File: src/hdl/rcaf_pkg.sv
// Package with the register map, field widths and carrier types of the comparator alert flags.
package rcaf_pkg;

	////////////////////////////////////////////////////////////////////////////////
	// Bus and field widths.
	localparam int ADDR_W    = 12;
	localparam int DATA_W    = 32;
	localparam int IDX_W     = 8;
	localparam int N_CELL    = 14;
	localparam int N_AUX     = 4;
	localparam int N_EVT     = 3;
	localparam int IDX_LSB   = 2;

	////////////////////////////////////////////////////////////////////////////////
	// Register indices; the byte address is four times the index.
	localparam logic [IDX_W-1:0] IDX_CELL_LOW  = 8'h0f;
	localparam logic [IDX_W-1:0] IDX_AUX_COLD  = 8'h10;
	localparam logic [IDX_W-1:0] IDX_AUX_HOT   = 8'h11;
	localparam logic [IDX_W-1:0] IDX_CELL_EN   = 8'h20;
	localparam logic [IDX_W-1:0] IDX_COLD_EN   = 8'h21;
	localparam logic [IDX_W-1:0] IDX_HOT_EN    = 8'h22;
	localparam logic [IDX_W-1:0] IDX_IRQ_STAT  = 8'h23;
	localparam logic [IDX_W-1:0] IDX_IRQ_MASK  = 8'h24;

	////////////////////////////////////////////////////////////////////////////////
	// Reset values of the flag, enable and mask registers.
	localparam logic [N_CELL-1:0] CELL_RST  = 14'h0000;
	localparam logic [N_AUX-1:0]  AUX_RST   = 4'h0;
	localparam logic [N_EVT-1:0]  EVT_RST   = 3'h0;
	localparam logic [DATA_W-1:0] WORD_ZERO = 32'h0000_0000;

	////////////////////////////////////////////////////////////////////////////////
	// Bit positions of the interrupt events.
	localparam int EVT_CELL = 0;
	localparam int EVT_COLD = 1;
	localparam int EVT_HOT  = 2;

	////////////////////////////////////////////////////////////////////////////////
	// One comparator acquisition result as delivered by the comparator engine.
	typedef struct packed {
		logic [N_CELL-1:0] cell_below;
		logic [N_AUX-1:0]  aux_above;
		logic [N_AUX-1:0]  aux_below;
	} rcaf_cmp_s;

	// One APB request as held by the slave.
	typedef struct packed {
		logic [ADDR_W-1:0] addr;
		logic              write;
		logic [DATA_W-1:0] wdata;
	} rcaf_apb_req_s;

	// Byte address to register index.
	function automatic logic [IDX_W-1:0] idx_of(input logic [ADDR_W-1:0] a);
		idx_of = a[IDX_LSB +: IDX_W];
	endfunction

endpackage

File: src/hdl/rcaf_flag_bank.sv
// Bank of comparator alert flags refreshed at every comparator acquisition.
`timescale 1ns/1ps
module rcaf_flag_bank
	import rcaf_pkg::*;
#(
	parameter int W = N_AUX
) (
	input  wire logic         pclk,
	input  wire logic         presetn,
	input  wire logic         acq_done,
	input  wire logic [W-1:0] cond,
	input  wire logic [W-1:0] enable,
	output logic      [W-1:0] flags_ff,
	output logic              rise_ff
);

	logic [W-1:0] nxt_flags;

	// A flag is the enabled condition of the latest acquisition; it holds in between.
	always_comb begin
		nxt_flags = acq_done ? (cond & enable) : flags_ff; // RULE6 RULE7
	end

	// Flag storage.
	always_ff @(posedge pclk or negedge presetn) begin
		if (!presetn) begin
			flags_ff <= '0;
		end else begin
			flags_ff <= nxt_flags;
		end
	end

	// One-cycle event when an acquisition raises a flag that was clear.
	always_ff @(posedge pclk or negedge presetn) begin
		if (!presetn) begin
			rise_ff <= 1'b0;
		end else begin
			rise_ff <= |(nxt_flags & ~flags_ff);
		end
	end

endmodule

File: src/hdl/rcaf_irq_ctrl.sv
// Sticky interrupt status with write-one-to-clear, a mask and one level output.
`timescale 1ns/1ps
module rcaf_irq_ctrl
	import rcaf_pkg::*;
#(
	parameter int N = N_EVT
) (
	input  wire logic         pclk,
	input  wire logic         presetn,
	input  wire logic [N-1:0] events,
	input  wire logic         clr_we,
	input  wire logic         mask_we,
	input  wire logic [N-1:0] wdata,
	output logic      [N-1:0] status_ff,
	output logic      [N-1:0] mask_ff,
	output logic              irq_ff
);

	logic [N-1:0] nxt_status;
	logic [N-1:0] nxt_mask;

	// A new event wins over a clear written in the same cycle.
	always_comb begin
		nxt_status = (status_ff & ~(clr_we ? wdata : '0)) | events;
		nxt_mask   = mask_we ? wdata : mask_ff;
	end

	// Status and mask storage.
	always_ff @(posedge pclk or negedge presetn) begin
		if (!presetn) begin
			status_ff <= '0;
			mask_ff   <= '0;
		end else begin
			status_ff <= nxt_status;
			mask_ff   <= nxt_mask;
		end
	end

	// Level interrupt follows the next status so it never lags the stored bits.
	always_ff @(posedge pclk or negedge presetn) begin
		if (!presetn) begin
			irq_ff <= 1'b0;
		end else begin
			irq_ff <= |(nxt_status & nxt_mask);
		end
	end

endmodule

File: src/hdl/rcaf_alert_regs.sv
// Redundant comparator alert flag registers with their APB slave and interrupt.
//
// Behaviour
// RULE1 - Aux cold flags readable at index 0x10.
// RULE2 - Cold flag means aux input above threshold.
// RULE3 - Aux hot flags readable at index 0x11.
// RULE4 - Hot flag means aux input below threshold.
// RULE5 - Cell low flags readable at index 0x0F.
// RULE6 - Flag evaluated only when its enable set.
// RULE7 - Flag held until next acquisition clears it.
// RULE8 - Reads harmless, writes ignored, unused bits zero.
`timescale 1ns/1ps
module rcaf_alert_regs
	import rcaf_pkg::*;
(
	input  wire logic              pclk,
	input  wire logic              presetn,
	input  wire logic              psel,
	input  wire logic              penable,
	input  wire logic              pwrite,
	input  wire logic [ADDR_W-1:0] paddr,
	input  wire logic [DATA_W-1:0] pwdata,
	output logic      [DATA_W-1:0] prdata,
	output logic                   pready,
	output logic                   pslverr,
	input  wire logic              acq_done,
	input  wire rcaf_cmp_s         cmp_sample,
	output logic                   irq
);

	////////////////////////////////////////////////////////////////////////////////
	// Declarations.
	rcaf_apb_req_s     req;
	logic [IDX_W-1:0]  req_idx;
	logic              setup_cyc;
	logic              wr_done;
	logic [DATA_W-1:0] nxt_prdata;
	logic              nxt_pslverr;
	logic [DATA_W-1:0] prdata_ff;
	logic              pready_ff;
	logic              pslverr_ff;
	logic [N_CELL-1:0] cell_en_ff;
	logic [N_AUX-1:0]  cold_en_ff;
	logic [N_AUX-1:0]  hot_en_ff;
	logic [N_CELL-1:0] cell_flags;
	logic [N_AUX-1:0]  cold_flags;
	logic [N_AUX-1:0]  hot_flags;
	logic [N_EVT-1:0]  events;
	logic [N_EVT-1:0]  irq_status;
	logic [N_EVT-1:0]  irq_mask;
	logic              irq_ff;

	////////////////////////////////////////////////////////////////////////////////
	// Helpers.

	// True when the index names a register of this block.
	function automatic logic is_mapped(input logic [IDX_W-1:0] i);
		case (i)
			IDX_CELL_LOW, IDX_AUX_COLD, IDX_AUX_HOT,
			IDX_CELL_EN, IDX_COLD_EN, IDX_HOT_EN,
			IDX_IRQ_STAT, IDX_IRQ_MASK: begin
				is_mapped = 1'b1;
			end
			default: begin
				is_mapped = 1'b0;
			end
		endcase
	endfunction

	// Zero-extends a flag field into a bus word so unused bits read as zero.
	function automatic logic [DATA_W-1:0] widen(input logic [N_CELL-1:0] v);
		widen = {{(DATA_W-N_CELL){1'b0}}, v};
	endfunction

	////////////////////////////////////////////////////////////////////////////////
	// APB request decode.

	// Request fields and phase qualifiers.
	assign req       = '{addr: paddr, write: pwrite, wdata: pwdata};
	assign req_idx   = idx_of(req.addr);
	assign setup_cyc = psel && !penable;
	assign wr_done   = psel && penable && pready_ff && req.write;

	// Read data and error are prepared in the setup cycle for the access cycle.
	always_comb begin
		nxt_prdata  = WORD_ZERO;
		nxt_pslverr = 1'b0;
		if (setup_cyc) begin
			nxt_pslverr = !is_mapped(req_idx);
			if (!req.write) begin
				case (req_idx)
					IDX_CELL_LOW: begin
						nxt_prdata = widen(cell_flags); // RULE5
					end
					IDX_AUX_COLD: begin
						nxt_prdata = widen({{(N_CELL-N_AUX){1'b0}}, cold_flags}); // RULE1
					end
					IDX_AUX_HOT: begin
						nxt_prdata = widen({{(N_CELL-N_AUX){1'b0}}, hot_flags}); // RULE3
					end
					IDX_CELL_EN: begin
						nxt_prdata = widen(cell_en_ff);
					end
					IDX_COLD_EN: begin
						nxt_prdata = widen({{(N_CELL-N_AUX){1'b0}}, cold_en_ff});
					end
					IDX_HOT_EN: begin
						nxt_prdata = widen({{(N_CELL-N_AUX){1'b0}}, hot_en_ff});
					end
					IDX_IRQ_STAT: begin
						nxt_prdata = {{(DATA_W-N_EVT){1'b0}}, irq_status};
					end
					IDX_IRQ_MASK: begin
						nxt_prdata = {{(DATA_W-N_EVT){1'b0}}, irq_mask};
					end
					default: begin
						nxt_prdata = WORD_ZERO;
					end
				endcase
			end
		end
	end

	// Bus answer registers; every access completes in its first access cycle.
	always_ff @(posedge pclk or negedge presetn) begin
		if (!presetn) begin
			prdata_ff  <= WORD_ZERO;
			pready_ff  <= 1'b0;
			pslverr_ff <= 1'b0;
		end else begin
			prdata_ff  <= nxt_prdata;
			pready_ff  <= setup_cyc;
			pslverr_ff <= nxt_pslverr;
		end
	end

	assign prdata  = prdata_ff;
	assign pready  = pready_ff;
	assign pslverr = pslverr_ff;

	////////////////////////////////////////////////////////////////////////////////
	// Enable registers; the alert registers themselves take no write.

	// Per-channel alert enables written by software.
	always_ff @(posedge pclk or negedge presetn) begin
		if (!presetn) begin
			cell_en_ff <= CELL_RST;
			cold_en_ff <= AUX_RST;
			hot_en_ff  <= AUX_RST;
		end else if (wr_done) begin
			case (req_idx)
				IDX_CELL_EN: begin
					cell_en_ff <= req.wdata[N_CELL-1:0];
				end
				IDX_COLD_EN: begin
					cold_en_ff <= req.wdata[N_AUX-1:0];
				end
				IDX_HOT_EN: begin
					hot_en_ff <= req.wdata[N_AUX-1:0];
				end
				default: begin
					cell_en_ff <= cell_en_ff; // RULE8
				end
			endcase
		end
	end

	////////////////////////////////////////////////////////////////////////////////
	// Flag banks driven by the comparator acquisition.

	// Cell undervoltage flags.
	rcaf_flag_bank #(
		.W (N_CELL)
	) u_cell_bank (
		.pclk     (pclk),
		.presetn  (presetn),
		.acq_done (acq_done),
		.cond     (cmp_sample.cell_below), // RULE5
		.enable   (cell_en_ff),
		.flags_ff (cell_flags),
		.rise_ff  (events[EVT_CELL])
	);

	// Auxiliary above-threshold flags, reported as cold.
	rcaf_flag_bank #(
		.W (N_AUX)
	) u_cold_bank (
		.pclk     (pclk),
		.presetn  (presetn),
		.acq_done (acq_done),
		.cond     (cmp_sample.aux_above), // RULE2
		.enable   (cold_en_ff),
		.flags_ff (cold_flags),
		.rise_ff  (events[EVT_COLD])
	);

	// Auxiliary below-threshold flags, reported as hot.
	rcaf_flag_bank #(
		.W (N_AUX)
	) u_hot_bank (
		.pclk     (pclk),
		.presetn  (presetn),
		.acq_done (acq_done),
		.cond     (cmp_sample.aux_below), // RULE4
		.enable   (hot_en_ff),
		.flags_ff (hot_flags),
		.rise_ff  (events[EVT_HOT])
	);

	////////////////////////////////////////////////////////////////////////////////
	// Interrupt on newly raised alerts.

	// Sticky status, mask and level output.
	rcaf_irq_ctrl #(
		.N (N_EVT)
	) u_irq (
		.pclk      (pclk),
		.presetn   (presetn),
		.events    (events),
		.clr_we    (wr_done && (req_idx == IDX_IRQ_STAT)),
		.mask_we   (wr_done && (req_idx == IDX_IRQ_MASK)),
		.wdata     (req.wdata[N_EVT-1:0]),
		.status_ff (irq_status),
		.mask_ff   (irq_mask),
		.irq_ff    (irq_ff)
	);

	assign irq = irq_ff;
endmodule

File: config.mk
export PLATFORM = sky130hd
export DESIGN_NAME = rcaf_alert_regs
export DESIGN_NICKNAME = d
export VERILOG_FILES = /design/src/hdl/rcaf_pkg.sv /design/src/hdl/rcaf_flag_bank.sv /design/src/hdl/rcaf_irq_ctrl.sv /design/src/hdl/rcaf_alert_regs.sv
export SDC_FILE = /design/constraint.sdc
export NUM_CORES = 1
export LEC_CHECK = 0
export ABC_AREA = 1
export BUFFER_PORTS_ARGS = -buffer_cell sky130_fd_sc_hd__buf_4
export CAP_MARGIN = 20
export CORE_MARGIN = 1.5
export CORE_UTILIZATION = 25
export DETAILED_ROUTE_END_ITERATION = 10
export SYNTH_ARGS = -nofsm -noshare
export SYNTH_HDL_FRONTEND = slang
export SYNTH_SLANG_ARGS = --single-unit
File: constraint.sdc
create_clock -name pclk -period 2 [get_ports pclk]
set_input_delay 0.3 -clock pclk [delete_from_list [all_inputs] [get_ports pclk]]
set_output_delay 0.3 -clock pclk [all_outputs]
set_load 0.03 [all_outputs]
-- Word level (Yosys, flattened, before mapping)
Index checks and enable logic that the tools add are counted.
W data, S select, Z words.
- bits in registers: 88
- equality and inequality tests: 8
- mux-type cells: 11
- bitwise gates (word level): 13
- reduce and logical (&&, ||, !) cells: 16
- operators by type and width (operator ; count):
    $pmux W14 S8 ; 1
    $mux W14 ; 3
    $eq A8 B6 Y1 const B ; 5
    $and A14 B14 Y14 ; 2
    $and A4 B4 Y4 ; 4
    $eq A8 B5 Y1 const B ; 2
    $not A14 Y14 ; 1
    $reduce_or A14 Y1 ; 1
    $eq A8 B4 Y1 const B ; 1
    $mux W4 ; 2
    $not A4 Y4 ; 2
    $reduce_or A4 Y1 ; 2
    $reduce_or A8 Y1 ; 1
    $and A3 B3 Y3 ; 2
    $logic_and A1 B1 Y1 ; 6
    $mux W3 ; 2
    $reduce_and A2 Y1 ; 3
    $mux W1 ; 3
    $not A3 Y3 ; 1
    $or A3 B3 Y3 ; 1
    $reduce_or A3 Y1 ; 1
    $logic_not A1 Y1 ; 2

-- Longest topological paths before layout
- depth after elaboration: 10
- depth in mapped cells: 10

-- Cells and area by module
From an unflattened synthesis, not the netlist that was laid out.
- cell total of the unflattened synthesis: 465
- area, all modules: 3687.3 um^2
- modules (own cells, without submodules) (module ; instances ; cells each ; area each (um^2) ; seq. area each (um^2)):
    rcaf_alert_regs ; 1 ; 303 ; 2277.2 ; 950.9
    rcaf_flag_bank at u_cell_bank ; 1 ; 81 ; 708.2 ; 375.4
    rcaf_flag_bank at u_cold_bank ... ; 2 ; 24 ; 206.4 ; 125.1
    rcaf_irq_ctrl ; 1 ; 33 ; 289.0 ; 175.2

-- Worst setup path before layout
OpenSTA, ideal clock, no wires.
- kind: register -> register
- from: register pready_ff, in the netlist pready
- to: register cell_en_ff[10]
- arrival: 1287 ps
- data required time: 1883 ps
- path slack: 596 ps
- cell stages (with the launch flop): 7
- cells stage by stage: dfrtp_1 nand2_1 nor2_2 nand2_2 buf_2 nand2_1 nand2_1
- cells in the longest elaborated chain, start to end: 3
- ends and longest elaborated chain (what ; RTL line ; RTL):
    start: declaration ; rcaf_alert_regs.sv:40 ; logic pready_ff;
    start signal: assignment ; rcaf_alert_regs.sv:132 ; pready_ff <= setup_cyc;
    $logic_and A1 B1 Y1 (2 in a row) ; rcaf_alert_regs.sv:82 ; assign wr_done = psel && penable && pready_ff && req.write;
    $reduce_and A2 Y1 (no source line) ; n/a ;
    end signal: assignment ; rcaf_alert_regs.sv:153 ; cell_en_ff <= req.wdata[N_CELL-1:0];
    end signal: assignment ; rcaf_alert_regs.sv:162 ; cell_en_ff <= cell_en_ff;
    end: declaration ; rcaf_alert_regs.sv:42 ; logic [N_CELL-1:0] cell_en_ff;
Every way passes these cells.
A chain may end at the register's enable or synchronous reset.

-- Worst setup path in the final report
- from: register pready_ff, in the netlist pready
- to: register cell_en_ff[3]
Same word-level chain as after synthesis.

==> metrics.txt <==
RSZ-0062 raised after global routing=no; yosys warns=0; largest net degree at the start of global routing=38; worst skew pair latency=330 ps; H-tree levels=3; Worst Setup Path Type=flip-flop to flip-flop; Die Y=122 um; initial core utilization=0.256; DRC=0; cells on worst reg2reg path=5; Clock Skew=5.95 ps; LEAKAGE=2.19 nW; Critical Path Slowest Stage Cell=nor2_2; I/O Buffers=66; ANT nets after route=0; run status=complete, no violations; syn avg cell area=8.29 um2; DRT Pass-1 Iters=4; Max Fanout on Critical Path=18; GR Overflow Total=0; WHS Path Cells=2; critical path depth in cells=5; Antenna Cells=0; Setup violations, final=0; most frequent CP cell=nand2_1; Mapped Area=3530 um2; CTS Buffer Depth=2; via count=2922; final core utilization=0.326; Peak VDD IR=0.402 mV; post-CTS sizing=0; CP Capture Type=flip-flop; synthesized flop and latch total=70; Post-CTS Setup Inserts=0; Die ar.=14900 um2; Pins Over Slew Limit=0; worst-margin pin slew=547 ps; sequential share of the synthesized area=0.496; Post-Syn Instances=426; Buf+Inv Stages, Crit Path=0; Yosys cell types=25; Die Span X=122 um; DRT iter0 DRCs=224; Max stage delay on crit path=420 ps; Clock Sinks=70; Min-Delay Path Class=input pin to flip-flop; Layout Nets=571; CP Data Required Time=2200 ps; maximum clock rate=663 MHz; Fill cells=1431; clock slew at reported path FFs=60 ps; GRT Total Usage=0.125; synthesis-to-finish area growth=27.5%; Setup TNS=0 ps; share of cells above drive strength 1=0.240; worst path arrival time=1710 ps; Max Cap Viol=0; FP Rows=43; antenna violations before repair=0; first-pass GRT wire length=14300 um; clock root cell=clkbuf_16; via-per-instance ratio=4.27; Final HPWL DP=6800 um; Placeable Area=13800 um2; Top delay family on crit path=simple AND/OR/NAND/NOR gates; headroom to the max-slew limit=0.635; CP startpoint kind=flip-flop; fin crit share=0.754; I/O Pins=107; Cell Pwr Density=750 nW/um2; CTS tree=done; Post-Route WL=8850 um; Fin. Hold Viols=0; total CTS buffers=9; routed len/inst=12.9 um; hold_ws=137 ps; min cycle time layout=1510 ps; CTS Hold Bufs=1; routability cong.=0.830; CP cell instances=nand2_1 > nor2_2 > nand2_2 > nand2_1 > o21ai_0; vias in the first global route=2868
-- final timing paths --
check / from / end / slack, ps
min in group asynchronous: presetn / prdata[8] / 480
hold / removal: penable / pready / 140
setup / recovery: pready / cell_en_ff[3] / 490
max in group asynchronous: presetn / u_irq.mask_ff[0] / 970
setup reg to reg: pready / cell_en_ff[3] / 490
hold reg to reg: u_hot_bank.rise_ff / u_irq.status_ff[2] / 460
-- layout by cell type (no fill, tap or decap) --
master / instances
a22oi_1: 2
buf_12: 1
buf_4: 72
bufinv_16: 2
clkbuf_16: 9
clkinv_4: 1
clkinvlp_4: 4
conb_1: 18
dfrtp_1: 70
dlygate4sd3_1: 1
inv_1: 45
inv_2: 7
nand2_1: 112
nand2_2: 4
nand2_4: 3
nand3_1: 58
nand3_4: 1
nand4_1: 4
nor2_1: 23
nor2_2: 2
nor2_4: 14
nor2_8: 1
nor3_1: 1
o21ai_0: 39
o21ai_1: 1
o221ai_1: 2
o22ai_1: 7
-- cell usage after synthesis --
cell type | count | area (um2)
nand2_1 | 112 | 420
dfrtp_1 | 70 | 1750
nand3_1 | 58 | 290
inv_1 | 45 | 169
o21ai_0 | 39 | 195
nor2_1 | 23 | 86.3
buf_4 | 18 | 135
nor2_4 | 14 | 158
inv_2 | 7 | 26.3
o22ai_1 | 7 | 43.8
buf_2 | 4 | 20.0
clkbuf_1 | 4 | 15.0
nand2_2 | 4 | 25.0
nand4_1 | 4 | 25.0
nand2_4 | 3 | 33.8
a22oi_1 | 2 | 15.0
buf_6 | 2 | 22.5
nor2_2 | 2 | 12.5
o221ai_1 | 2 | 17.5
buf_12 | 1 | 20.0
conb_1 | 1 | 3.75
nand3_4 | 1 | 17.5
nor2_8 | 1 | 20.0
nor3_1 | 1 | 5.00
o21ai_1 | 1 | 5.00
-- sequential cells by signal (all words and copies together), names as in the netlist --
signal / flops
u_cell_bank.flags_ff: 14
u_cold_bank.rise_ff: 1
u_irq.irq_ff: 1
prdata: 14
u_cold_bank.flags_ff: 4
u_hot_bank.rise_ff: 1
cell_en_ff: 14
cold_en_ff: 4
u_irq.status_ff: 3
u_hot_bank.flags_ff: 4
hot_en_ff: 4
u_cell_bank.rise_ff: 1
u_irq.mask_ff: 3
pready: 1
pslverr: 1
-- routing by layer --
layer | part of all wire | track usage
met5 | 0 | 0
met4 | 0.020 | 0.0581
met3 | 0.064 | 0.0262
met2 | 0.46 | 0.191
met1 | 0.46 | 0.168
-- cell families (layout without fill, tap and decap cells) --
family,after synthesis,in the layout,synth area share
other,1,18,0.00106
AOI/OAI and AO/OA,51,51,0.0783
buffers and inverters,81,142,0.115
DFF,70,70,0.496
and+or+nand+nor,223,223,0.309
-- stage by stage --
stage	total power, mW	worst slack [ps]	std cells	cell area, um2
final	3.38	491	684	4500
after global routing	3.51	324	684	4500
after CTS	3.42	461	684	4500
after detailed placement	1.70	201	667	4170
after global placement	1.70	216	667	4170
after floorplan	1.59	596	443	3600
-- area by class of cell --
cell class                      count  area [um2]  share of cell area
Sequential cell                    70        1750               0.389
Multi-Input combinational cell    292        1440               0.319
Timing Repair Buffer               74         571               0.127
Clock buffer                        9         225              0.0500
Tap cell                          180         225              0.0500
Inverter                           52         195              0.0433
Clock inverter                      7        98.8              0.0219
-- power breakdown --
group / switching (mW) / internal, mW / total, mW
clock: 0.609 / 1.09 / 1.70
combinational: 0.163 / 0.0871 / 0.250
sequential: 0.00370 / 1.42 / 1.43
total: 0.776 / 2.60 / 3.38
No activity file was read; power rests on OpenSTA's default activity.
